[src/hdl/ilt_pkg.sv]
// Constants for the instruction length and timing slice of the core decoder.
// Assumes a single core clock; counts are in core clock periods.
package ilt_pkg;

  localparam int unsigned CLK_PERIOD_PS   = 4000;
  localparam logic [2:0]  CYC_ONE         = 3'h1;
  localparam logic [2:0]  CYC_TWO         = 3'h2;
  localparam logic [2:0]  CYC_THREE       = 3'h3;
  localparam logic [2:0]  CYC_CODE_MIN    = 3'h4;
  localparam logic [2:0]  CYC_CODE_MAX    = 3'h7;
  localparam logic [1:0]  LEN_ONE         = 2'h1;
  localparam logic [1:0]  LEN_TWO         = 2'h2;
  localparam logic [1:0]  LEN_THREE       = 2'h3;
  localparam int unsigned TIMING_W        = 2;
  localparam logic [1:0]  ALIGN_MASK      = 2'h3;

  // Instruction classes handled by this slice.
  typedef enum logic [5:0] {
    ILT_OR_A_IND, ILT_OR_A_IMM, ILT_OR_DIR_A, ILT_OR_DIR_IMM,
    ILT_XOR_A_REG, ILT_XOR_A_DIR, ILT_XOR_A_IND, ILT_XOR_A_IMM,
    ILT_XOR_DIR_A, ILT_XOR_DIR_IMM,
    ILT_CLR_A, ILT_CPL_A, ILT_RL_A, ILT_RLC_A, ILT_RR_A, ILT_RRC_A, ILT_SWAP_A,
    ILT_MOV_A_REG, ILT_MOV_A_DIR, ILT_MOV_A_IND, ILT_MOV_A_IMM,
    ILT_MOV_REG_A, ILT_MOV_REG_DIR, ILT_MOV_REG_IMM,
    ILT_MOV_DIR_A, ILT_MOV_DIR_REG, ILT_MOV_DIR_DIR, ILT_MOV_DIR_IND, ILT_MOV_DIR_IMM,
    ILT_MOV_IND_A, ILT_MOV_IND_DIR, ILT_MOV_IND_IMM,
    ILT_MOV_SIXTEEN_BIT_DATA_POINTER_IMM,
    ILT_CODE_RD_DP, ILT_CODE_RD_PC,
    ILT_EXT_RD_IND, ILT_EXT_WR_IND, ILT_EXT_RD_DP, ILT_EXT_WR_DP,
    ILT_PUSH_DIR
  } ilt_op_t;

endpackage

[src/hdl/ilt_code_extra.sv]
// Total cycles of a code-memory read from alignment and flash read timing.
// Assumes the timing field is a small wait count; result is clamped to the range.
`timescale 1ns/10ps
module ilt_code_extra
(
  input  wire logic [1:0] fetch_align,
  input  wire logic [1:0] flash_read_timing_field,
  output logic      [2:0] total_cyc
);
  logic [3:0] sum;

  always_comb
  begin
    sum = 4'(ilt_pkg::CYC_CODE_MIN) + 4'(flash_read_timing_field) + 4'((fetch_align & ilt_pkg::ALIGN_MASK) != 2'h0);
    if (sum > 4'(ilt_pkg::CYC_CODE_MAX))
    begin
      total_cyc = ilt_pkg::CYC_CODE_MAX;
    end
    else
    begin
      total_cyc = sum[2:0];
    end
  end
endmodule

[src/hdl/ilt_decode.sv]
// Maps an instruction class to its length and base cycle count.
// Assumes the class is already decoded; code reads get extra cycles elsewhere.
`timescale 1ns/10ps
module ilt_decode
(
  input  wire ilt_pkg::ilt_op_t op,
  output logic [1:0]            len,
  output logic [2:0]            cyc,
  output logic                  is_code_rd,
  output logic                  known
);
  always_comb
  begin
    len        = ilt_pkg::LEN_ONE;
    cyc        = ilt_pkg::CYC_ONE;
    is_code_rd = 1'b0;
    known      = 1'b1;
    unique case (op)
      ilt_pkg::ILT_OR_A_IND:    begin len = ilt_pkg::LEN_ONE;   cyc = ilt_pkg::CYC_TWO;   end
      ilt_pkg::ILT_OR_A_IMM:    begin len = ilt_pkg::LEN_TWO;   cyc = ilt_pkg::CYC_TWO;   end
      ilt_pkg::ILT_OR_DIR_A:    begin len = ilt_pkg::LEN_TWO;   cyc = ilt_pkg::CYC_TWO;   end
      ilt_pkg::ILT_OR_DIR_IMM:  begin len = ilt_pkg::LEN_THREE; cyc = ilt_pkg::CYC_THREE; end
      ilt_pkg::ILT_XOR_A_REG:   begin len = ilt_pkg::LEN_ONE;   cyc = ilt_pkg::CYC_ONE;   end
      ilt_pkg::ILT_XOR_A_DIR:   begin len = ilt_pkg::LEN_TWO;   cyc = ilt_pkg::CYC_TWO;   end
      ilt_pkg::ILT_XOR_A_IND:   begin len = ilt_pkg::LEN_ONE;   cyc = ilt_pkg::CYC_TWO;   end
      ilt_pkg::ILT_XOR_A_IMM:   begin len = ilt_pkg::LEN_TWO;   cyc = ilt_pkg::CYC_TWO;   end
      ilt_pkg::ILT_XOR_DIR_A:   begin len = ilt_pkg::LEN_TWO;   cyc = ilt_pkg::CYC_TWO;   end
      ilt_pkg::ILT_XOR_DIR_IMM: begin len = ilt_pkg::LEN_THREE; cyc = ilt_pkg::CYC_THREE; end
      ilt_pkg::ILT_RL_A,
      ilt_pkg::ILT_RLC_A:       begin len = ilt_pkg::LEN_ONE;   cyc = ilt_pkg::CYC_ONE;   end
      ilt_pkg::ILT_RR_A,
      ilt_pkg::ILT_RRC_A,
      ilt_pkg::ILT_CLR_A,
      ilt_pkg::ILT_CPL_A,
      ilt_pkg::ILT_SWAP_A:      begin len = ilt_pkg::LEN_ONE;   cyc = ilt_pkg::CYC_ONE;   end
      ilt_pkg::ILT_MOV_A_REG:   begin len = ilt_pkg::LEN_ONE;   cyc = ilt_pkg::CYC_ONE;   end
      ilt_pkg::ILT_MOV_A_DIR:   begin len = ilt_pkg::LEN_TWO;   cyc = ilt_pkg::CYC_TWO;   end
      ilt_pkg::ILT_MOV_A_IND:   begin len = ilt_pkg::LEN_ONE;   cyc = ilt_pkg::CYC_TWO;   end
      ilt_pkg::ILT_MOV_A_IMM:   begin len = ilt_pkg::LEN_TWO;   cyc = ilt_pkg::CYC_TWO;   end
      ilt_pkg::ILT_MOV_REG_A:   begin len = ilt_pkg::LEN_ONE;   cyc = ilt_pkg::CYC_ONE;   end
      ilt_pkg::ILT_MOV_REG_DIR,
      ilt_pkg::ILT_MOV_REG_IMM: begin len = ilt_pkg::LEN_TWO;   cyc = ilt_pkg::CYC_TWO;   end
      ilt_pkg::ILT_MOV_DIR_A,
      ilt_pkg::ILT_MOV_DIR_REG: begin len = ilt_pkg::LEN_TWO;   cyc = ilt_pkg::CYC_TWO;   end
      ilt_pkg::ILT_MOV_DIR_DIR: begin len = ilt_pkg::LEN_THREE; cyc = ilt_pkg::CYC_THREE; end
      ilt_pkg::ILT_MOV_DIR_IND: begin len = ilt_pkg::LEN_TWO;   cyc = ilt_pkg::CYC_TWO;   end
      ilt_pkg::ILT_MOV_DIR_IMM: begin len = ilt_pkg::LEN_THREE; cyc = ilt_pkg::CYC_THREE; end
      ilt_pkg::ILT_MOV_IND_A:   begin len = ilt_pkg::LEN_ONE;   cyc = ilt_pkg::CYC_TWO;   end
      ilt_pkg::ILT_MOV_IND_DIR,
      ilt_pkg::ILT_MOV_IND_IMM: begin len = ilt_pkg::LEN_TWO;   cyc = ilt_pkg::CYC_TWO;   end
      ilt_pkg::ILT_MOV_SIXTEEN_BIT_DATA_POINTER_IMM: begin len = ilt_pkg::LEN_THREE; cyc = ilt_pkg::CYC_THREE; end
      ilt_pkg::ILT_CODE_RD_DP,
      ilt_pkg::ILT_CODE_RD_PC:
      begin
        len        = ilt_pkg::LEN_ONE;
        cyc        = ilt_pkg::CYC_CODE_MIN;
        is_code_rd = 1'b1;
      end
      ilt_pkg::ILT_EXT_RD_IND,
      ilt_pkg::ILT_EXT_WR_IND:  begin len = ilt_pkg::LEN_ONE;   cyc = ilt_pkg::CYC_THREE; end
      ilt_pkg::ILT_EXT_RD_DP:   begin len = ilt_pkg::LEN_ONE;   cyc = ilt_pkg::CYC_THREE; end
      ilt_pkg::ILT_EXT_WR_DP:   begin len = ilt_pkg::LEN_ONE;   cyc = ilt_pkg::CYC_THREE; end
      ilt_pkg::ILT_PUSH_DIR:    begin len = ilt_pkg::LEN_TWO;   cyc = ilt_pkg::CYC_TWO;   end
      default:                  known = 1'b0;
    endcase
  end
endmodule

[src/hdl/ilt_timing.sv]
// Contract
// - OR indirect into A: 1 byte, 2 cycles; OR immediate into A: 2 bytes, 2.
// - OR A into direct: 2 bytes, 2 cycles; OR immediate into direct: 3, 3.
// - XOR register into A: 1 byte, 1 cycle; XOR direct into A: 2, 2.
// - XOR indirect into A: 1 byte, 2 cycles; XOR immediate into A: 2, 2.
// - XOR A into direct: 2 bytes, 2 cycles; XOR immediate into direct: 3, 3.
// - Rotate A left, plain or via carry: 1 byte, 1 cycle.
// - Rotate right, clear, complement, swap of A: 1 byte, 1 cycle each.
// - Load A: register 1/1, direct 2/2, indirect 1/2, immediate 2/2.
// - Load register: from A 1/1; from direct or immediate 2/2.
// - Store A or register into direct: 2 bytes, 2 cycles.
// - Direct to direct copy: 3 bytes, 3 cycles.
// - Indirect into direct 2/2; immediate into direct 3/3.
// - Into indirect: from A 1/2; from direct or immediate 2/2.
// - Load data pointer with 16-bit constant: 3 bytes, 3 cycles.
// - Code-memory read relative pointer or PC: 1 byte, 4 to 7 cycles.
// - Code read count depends on alignment and flash read timing field.
// - External move with 8-bit register address: 1 byte, 3 cycles.
// - External read via 16-bit data pointer: 1 byte, 3 cycles.
// - Push direct byte: 2 bytes, 2 cycles.
// - Stated counts hold only with prefetch enabled.
//
// Sequencer that accepts one instruction class and reports its length and
// counts its execution cycles, one per enabled core clock, until completion.
// Assumes the fetch side holds the request until accepted.
`timescale 1ns/10ps
module ilt_timing
(
  input  wire logic             core_clk,
  input  wire logic             reset,
  input  wire logic             clk_en,
  input  wire logic             issue_valid,
  input  wire ilt_pkg::ilt_op_t issue_op,
  input  wire logic [1:0]       fetch_align,
  input  wire logic             prefetch_enable_flag,
  input  wire logic [1:0]       flash_read_timing_field,
  output logic                  issue_ready,
  output logic                  busy,
  output logic                  done,
  output logic [1:0]            instr_len,
  output logic [2:0]            instr_cyc,
  output logic                  timing_valid,
  output logic                  unknown_op
);
  typedef enum logic [1:0] {ILT_IDLE, ILT_EXEC} ilt_state_t;

  typedef struct packed {
    ilt_state_t state;
    logic [2:0] remain;
    logic       ready;
    logic       busy;
    logic       done;
    logic [1:0] len;
    logic [2:0] cyc;
    logic       tvalid;
    logic       unknown;
  } ilt_regs_t;

  ilt_regs_t  r;
  ilt_regs_t  next_r;
  logic [1:0] dec_len;
  logic [2:0] dec_cyc;
  logic       dec_code;
  logic       dec_known;
  logic [2:0] code_cyc;
  logic [2:0] eff_cyc;

  ilt_decode u_decode
  (
    .op         (issue_op),
    .len        (dec_len),
    .cyc        (dec_cyc),
    .is_code_rd (dec_code),
    .known      (dec_known)
  );

  ilt_code_extra u_code_extra
  (
    .fetch_align             (fetch_align),
    .flash_read_timing_field (flash_read_timing_field),
    .total_cyc               (code_cyc)
  );

  assign eff_cyc = dec_code ? code_cyc : dec_cyc;

  always_comb
  begin
    next_r      = r;
    next_r.done = 1'b0;
    unique case (r.state)
      ILT_IDLE:
      begin
        if (issue_valid)
        begin
          next_r.len     = dec_len;
          next_r.cyc     = eff_cyc;
          // Counts are only guaranteed with prefetch on.
          next_r.tvalid  = prefetch_enable_flag & dec_known;
          next_r.unknown = ~dec_known;
          if (!dec_known)
          begin
            next_r.done = 1'b1;
          end
          else if (eff_cyc == ilt_pkg::CYC_ONE)
          begin
            next_r.done = 1'b1;
          end
          else
          begin
            next_r.state  = ILT_EXEC;
            next_r.remain = eff_cyc - 3'h1;
            next_r.ready  = 1'b0;
            next_r.busy   = 1'b1;
          end
        end
      end
      ILT_EXEC:
      begin
        // One count per enabled core clock from fetch to completion.
        next_r.remain = r.remain - 3'h1;
        if (r.remain == 3'h1)
        begin
          next_r.state = ILT_IDLE;
          next_r.ready = 1'b1;
          next_r.busy  = 1'b0;
          next_r.done  = 1'b1;
        end
      end
      default:
      begin
        next_r.state = ILT_IDLE;
        next_r.ready = 1'b1;
        next_r.busy  = 1'b0;
      end
    endcase
  end

  always_ff @(posedge core_clk or posedge reset)
  begin
    if (reset)
    begin
      r         <= '0;
      r.state   <= ILT_IDLE;
      r.ready   <= 1'b1;
    end
    else if (clk_en)
    begin
      r <= next_r;
    end
  end

  assign issue_ready  = r.ready;
  assign busy         = r.busy;
  assign done         = r.done;
  assign instr_len    = r.len;
  assign instr_cyc    = r.cyc;
  assign timing_valid = r.tvalid;
  assign unknown_op   = r.unknown;
endmodule

[config.mk]
export PLATFORM = sky130hd
export DESIGN_NAME = ilt_timing
export DESIGN_NICKNAME = d
export VERILOG_FILES = /design/src/hdl/ilt_pkg.sv /design/src/hdl/ilt_code_extra.sv /design/src/hdl/ilt_decode.sv /design/src/hdl/ilt_timing.sv
export SDC_FILE = /design/constraint.sdc
export NUM_CORES = 1
export LEC_CHECK = 0
export BUFFER_PORTS_ARGS = -buffer_cell sky130_fd_sc_hd__buf_2
export CORE_MARGIN = 4
export CORE_UTILIZATION = 53
export CTS_CLUSTER_SIZE = 40
export DETAILED_ROUTE_END_ITERATION = 12
export HOLD_SLACK_MARGIN = 0.15
export PLACE_DENSITY = 0.85
export SYNTH_ARGS = -nofsm -noshare
export SYNTH_HDL_FRONTEND = slang
export SYNTH_HIERARCHICAL = 1
export SYNTH_SLANG_ARGS = --single-unit
[constraint.sdc]
create_clock -name core_clk -period 1.43 [get_ports core_clk]
set_input_delay 0.143 -clock core_clk [delete_from_list [all_inputs] [get_ports core_clk]]
set_output_delay 0.143 -clock core_clk [all_outputs]
set_load 0.01 [all_outputs]
==> flow_summary.json, run 1 <==
{
  "violations": "negative setup slack",
  "antenna_cells": 0,
  "cap_violations": 0,
  "hold_violations": 0,
  "wl_um": 4800,
  "skew_ns": 0.00316,
  "seq_area_frac_synth_pct": 30.9,
  "clk_latency_ns": 0.30,
  "synth-seq-cells": 14,
  "relSlewSlack_pct": 64.1,
  "post_drt_wl_per_cell_um": 21.6,
  "switching_power_uw": 950,
  "layout.nets": 216,
  "grt-ovfl-total": 0,
  "clkTransAtPathRegs_ns": 0.09,
  "achievable-frequency_mhz": 473,
  "synth_top_cells_by_area": "dfrtp_1 (29%), o21ai_0 (5.7%), ha_1 (5.5%), nand2_1 (4.6%), buf_4 (4.0%)",
  "total_leakage_power_uw": 0.000840,
  "pwr-share-clk_pct": 13.6,
  "core-area_mm2": 0.00200,
  "period_minus_slack_ns": 2.11,
  "area_delta_synth_final_pct": 61.1,
  "io_buffers": 24,
  "synth_area_per_cell_um2": 8.36,
  "required_ns": 1.63,
  "seqPwrFrac_pct": 30.8,
  "async_flop_share_pct": 100,
  "power_density_mw_per_mm2": 1220,
  "synth_cell_type_count": 45,
  "crit_type": "primary input to register",
  "gp_congestion": 0.879,
  "synth_area_mm2": 0.00114,
  "die_y_um": 54.3,
  "firstDrtPassIters": 5,
  "totalPowerFinal_uw": 2240,
  "pwr-share-comb_pct": 55.6,
  "synth_common_cells": "nand2_1 (14), dfrtp_1 (13), o21ai_0 (13), a21oi_1 (8), nor2_1 (7)",
  "synth_top_area_cell": "dfrtp_1",
  "clk_path_buf_depth": 2,
  "antenna_found_initial": 0,
  "ir_drop_mv": 1.36,
  "clkSinkCount": 14,
  "yosysTopAreaCellShare_pct": 28.6,
  "grt_pass1_vias": 1283,
  "track_usage_pct": 27.2,
  "rsz0062_at_grt": "true",
  "dieArea_mm2": 0.00295,
  "holdCritPathClass": "primary input to register",
  "intPower_uw": 1290,
  "io_pins": 25,
  "final_antenna_net_count": 0,
  "synth_flop_cell": "dfrtp_1",
  "finalNonFillerCells": 222,
  "cts_tree": "yes",
  "drcViolationCount": 0,
  "num_vias": 1416,
  "min_period_over_period_pct": 148,
  "drv_slew": 0,
  "syn_inst": 136,
  "sw_frac_of_total_pct": 42.4,
  "startpoint_type": "primary input",
  "h-tree-depth": 1,
  "cp-end-kind": "register",
  "die_w_um": 54.3,
  "placed_cells": 204,
  "ctsRootBufferMaster": "clkbuf_4",
  "post-place-ws_ns": -0.777,
  "grt_max_degree": 15,
  "setup_viol_count_final": 8,
  "cts_made_buffers": 3,
  "drt_iter0_markers": 67,
  "rows": 16,
  "drive_gt1_share_pct": 51.8,
  "fin_ws_ns": -0.684,
  "synth_edf_count": 0,
  "post_drt_via_cell_ratio": 6.38,
  "cp_max_fo": 8,
  "arrival_ns": 2.32,
  "hpwl_um": 2240,
  "grt_first_pass_wirelength_um": 5730,
  "start_util_pct": 56.8,
  "status": "finished with violations",
  "yosys_warnings": 6,
  "worstMarginPinSlew_ns": 0.524,
  "synth_nets": 156,
  "synth.most_common_cell": "nand2_1"
}
==> cell type report <==
type | instances | area, µm²
inverters | 7 | 26.3
well taps | 27 | 33.8
multi-input cells | 101 | 848
fillers | 72 | 170
clock buffers | 4 | 36.3
flip-flops and latches | 14 | 352
repair buffers | 69 | 536
==> metal layers <==
| layer | share of wire [%] | track usage, % | vias to the layer above |
|---|---|---|---|
| li1 | - | - | 597 |
| met4 | 7.4 | 11.2 | 0 |
| met1 | 35 | 30.4 | 642 |
| met3 | 10 | 5.18 | 56 |
| met5 | 0 | 0 | - |
| met2 | 47 | 49.6 | 121 |
==> flip-flops by register name, indices dropped and copies added (netlist names) <==
| name | count |
|---|---|
| instr_cyc | 3 |
| timing_valid | 1 |
| issue_ready | 1 |
| r | 4 |
| unknown_op | 1 |
| busy | 1 |
| done | 1 |
| instr_len | 2 |
==> path summary, 6_finish.rpt <==
check	slack, ns	startpoint	end	cells after the start
worst min register to register	0.49	busy	busy	1
worst max register to register	-0.01	r[11]	busy	6
max in group asynchronous	0.65	reset	issue_ready	3
min in group asynchronous	0.42	reset	r[13]	3
worst max-delay path	-0.68	issue_op[1]	r[12]	13
worst min-delay path	0.38	issue_valid	r[10]	4
==> what timing repair did <==
item / 4_1_cts / 5_1_grt
endpoints found under the setup margin: 7 / 8
pin swaps: 13 / 6
endpoints found under the hold margin: 15 / 0
buffers inserted: 7 / 5
hold buffers: 3 / 0
resized for setup: 26 / 27
gates cloned: 0 / 0
==> cell usage in the layout, fill, tap and decap left out, types with 3 or more instances in the layout <==
| cell type | n |
|---|---|
| dlygate4sd3_1 | 3 |
| buf_6 | 8 |
| buf_2 | 19 |
| o21ai_2 | 3 |
| dfrtp_1 | 13 |
| ha_1 | 3 |
| clkbuf_4 | 3 |
| o21ai_1 | 8 |
| inv_2 | 3 |
| o21ai_0 | 5 |
| a21oi_1 | 8 |
| nor2_1 | 5 |
| nor2b_1 | 3 |
| nand2_1 | 13 |
| buf_4 | 36 |
| inv_1 | 4 |
==> power groups by stage <==
stage | combinational, µW | sequential (µW) | clock, µW
2_1_floorplan | 584 | 683 | 0
3_3_place_gp | 830 | 665 | 0
3_5_place_dp | 866 | 679 | 0
4_1_cts | 970 | 672 | 290
5_1_grt | 1330 | 702 | 311
6_report | 1240 | 688 | 305
==> cell families after synthesis <==
kind of cell,share of synthesized area [%]
AO/OA/AOI/OAI,26.0
XOR/XNOR,1.54
adder cells (fa/ha/maj),5.50
buffers and inverters,10.2
flip-flops,30.9
multiplexers,4.62
other,0.330
AND/OR/NAND/NOR,20.9
==> metrics by stage <==
stage	hold slack, ns	cell area, µm²	TNS, ns	utilization [%]
CTS	0.320	1690	-1.78	84.3
finish	0.381	1830	-3.17	91.5
floorplan	0.0315	1170	-3.33	-
global route	0.440	1830	-3.87	91.5
detailed placement	0.206	1470	-4.86	73.3
global placement	0.186	1470	-4.41	73.3
==> critical path, cell delays in order <==
cell and delay (ns):
buf_8 0.11, buf_6 0.12, a2111oi_4 0.33, nor3_2 0.09, a2bb2oi_2 0.16, mux2i_4 0.20
inv_2 0.08, ha_4 0.16, nand4b_1 0.21, o211a_1 0.22, buf_4 0.16, buf_6 0.12
o21ai_1 0.20
No activity file was read; power rests on OpenSTA's default activity.
==> run 2: changes to the inputs <==
SETUP_SLACK_MARGIN = 0.02   (was default)
==> flow_summary.json, run 2 (synthesis gave the netlist of run 1 again) <==
{
  "fin_ws_ns": -0.645,
  "ctsRootBufferMaster": "clkbuf_4",
  "antenna_found_initial": 0,
  "post_drt_via_cell_ratio": 6.21,
  "final_antenna_net_count": 0,
  "startpoint_type": "primary input",
  "drt_iter0_markers": 87,
  "max_stage_delay_ns": 0.33,
  "cts_made_buffers": 3,
  "post-route-util_pct": 91.9,
  "rows": 16,
  "post_dp_cell_area_mm2": 0.00147,
  "firstDrtPassIters": 4,
  "wl_um": 4630,
  "dieArea_mm2": 0.00295,
  "gp_congestion": 0.879,
  "io_pins": 25,
  "total_leakage_power_uw": 0.000843,
  "layout.nets": 216,
  "relSlewSlack_pct": 63.7,
  "hold_depth": 4,
  "crit_chain": "buf_8, or2_4, nor4_4, mux2i_4, inv_2, ha_4, nand4b_1, o211a_1, buf_4, buf_6, o21ai_1",
  "cts_tree": "yes",
  "largest_reg_flops": 4,
  "cp_max_fo": 4,
  "clkSinkCount": 14,
  "arrival_ns": 2.28,
  "status": "finished with violations",
  "antenna_cells": 0,
  "drcViolationCount": 0,
  "cp-end-kind": "register",
  "skew_ns": 0.00557,
  "violations": "negative setup slack",
  "h-tree-depth": 1,
  "worstMarginPinSlew_ns": 0.544,
  "totalPowerFinal_uw": 2220,
  "hold_violations": 0,
  "clk_latency_ns": 0.29,
  "layout_commonest_cell": "buf_4",
  "period_minus_slack_ns": 2.08,
  "area_delta_synth_final_pct": 61.7,
  "ir_drop_mv": 1.34,
  "final_cell_mix": "buf_4 (35), buf_2 (19), nand2_1 (13), dfrtp_1 (13), buf_6 (9)",
  "start_util_pct": 56.8,
  "rsz0062_at_grt": "true",
  "crit_slowest_cell": "mux2i_4",
  "cap_violations": 0,
  "grt_first_pass_wirelength_um": 5730,
  "required_ns": 1.63,
  "io_buffers": 24,
  "final_area_mm2": 0.00184,
  "achievable-frequency_mhz": 482,
  "clk_path_buf_depth": 2,
  "power_density_mw_per_mm2": 1210,
  "top_register": "r",
  "num_vias": 1378,
  "die_y_um": 54.3,
  "hpwl_um": 2240,
  "core-area_mm2": 0.00200,
  "grt_pass1_vias": 1283,
  "setup_viol_count_final": 7,
  "grt_max_degree": 15,
  "die_w_um": 54.3,
  "grt-ovfl-total": 0,
  "drv_slew": 0,
  "track_usage_pct": 27.2,
  "crit_type": "primary input to register",
  "holdCritPathClass": "primary input to register",
  "drive_gt1_share_pct": 52.3,
  "clkTransAtPathRegs_ns": 0.10,
  "post_drt_wl_per_cell_um": 20.8,
  "min_period_over_period_pct": 145,
  "reg2regPathDepth": 6
}
## run 2: routing by layer
metal | vias to the layer above | global-route usage [%] | wire, µm
met1 | 643 | 30.4 | 1780
li1 | 598 | - | -
met3 | 30 | 5.18 | 378
met5 | - | 0 | 0
met2 | 107 | 49.6 | 2250
met4 | 0 | 11.2 | 220
## run 2: worst paths after layout
check	endpoint	startpoint	slack [ns]
worst max-delay path	r[12]	issue_op[2]	-0.65
worst min-delay path	r[11]	issue_valid	0.38
worst max register to register	busy	r[11]	-0.12
worst min register to register	instr_cyc[1]	instr_cyc[1]	0.50
max in group asynchronous	issue_ready	reset	0.64
min in group asynchronous	r[13]	reset	0.43
## run 2: per-stage QoR
| stage | instances | hold slack (ns) | setup TNS (ns) | setup WS, ns |
|---|---|---|---|---|
| finish | 222 | 0.383 | -3.14 | -0.645 |
| global route | 222 | 0.406 | -4.07 | -0.863 |
| CTS | 218 | 0.320 | -1.78 | -0.422 |
| detailed placement | 204 | 0.206 | -4.86 | -0.777 |
| global placement | 204 | 0.186 | -4.41 | -0.714 |
| floorplan | 136 | 0.0315 | -3.33 | -0.698 |
## run 2: repair_timing
action / in CTS / in global routing
endpoints found under the setup margin: 7 / 8
gates resized for setup: 26 / 29
hold endpoints to repair: 15 / 0
pin swaps: 13 / 7
setup buffers: 7 / 5
hold buffers: 3 / 0
cloned: 0 / 0
## run 2: cell type report
| class | instances | area, µm² |
|---|---|---|
| Timing Repair Buffer | 69 | 539 |
| Inverter | 7 | 26.3 |
| Clock buffer | 4 | 36.3 |
| Multi-Input combinational cell | 101 | 852 |
| Fill cell | 78 | 163 |
| Tap cell | 27 | 33.8 |
| Sequential cell | 14 | 352 |
## run 2: power by group
group          internal [µW]  switching, µW  total [µW]  leakage (µW)
sequential               575            122         697      0.000171
combinational            561            658        1220      0.000651
clock                    155            146         301     0.0000210
total                   1290            926        2220      0.000843
## run 2: worst max-delay path, delay by kind of cell
kind	cells	cell delay, ns
adders and majority gates	1	0.17
muxes	1	0.33
and+or+nand+nor	3	0.78
AOI/OAI and AO/OA	2	0.39
buffers and inverters	4	0.46
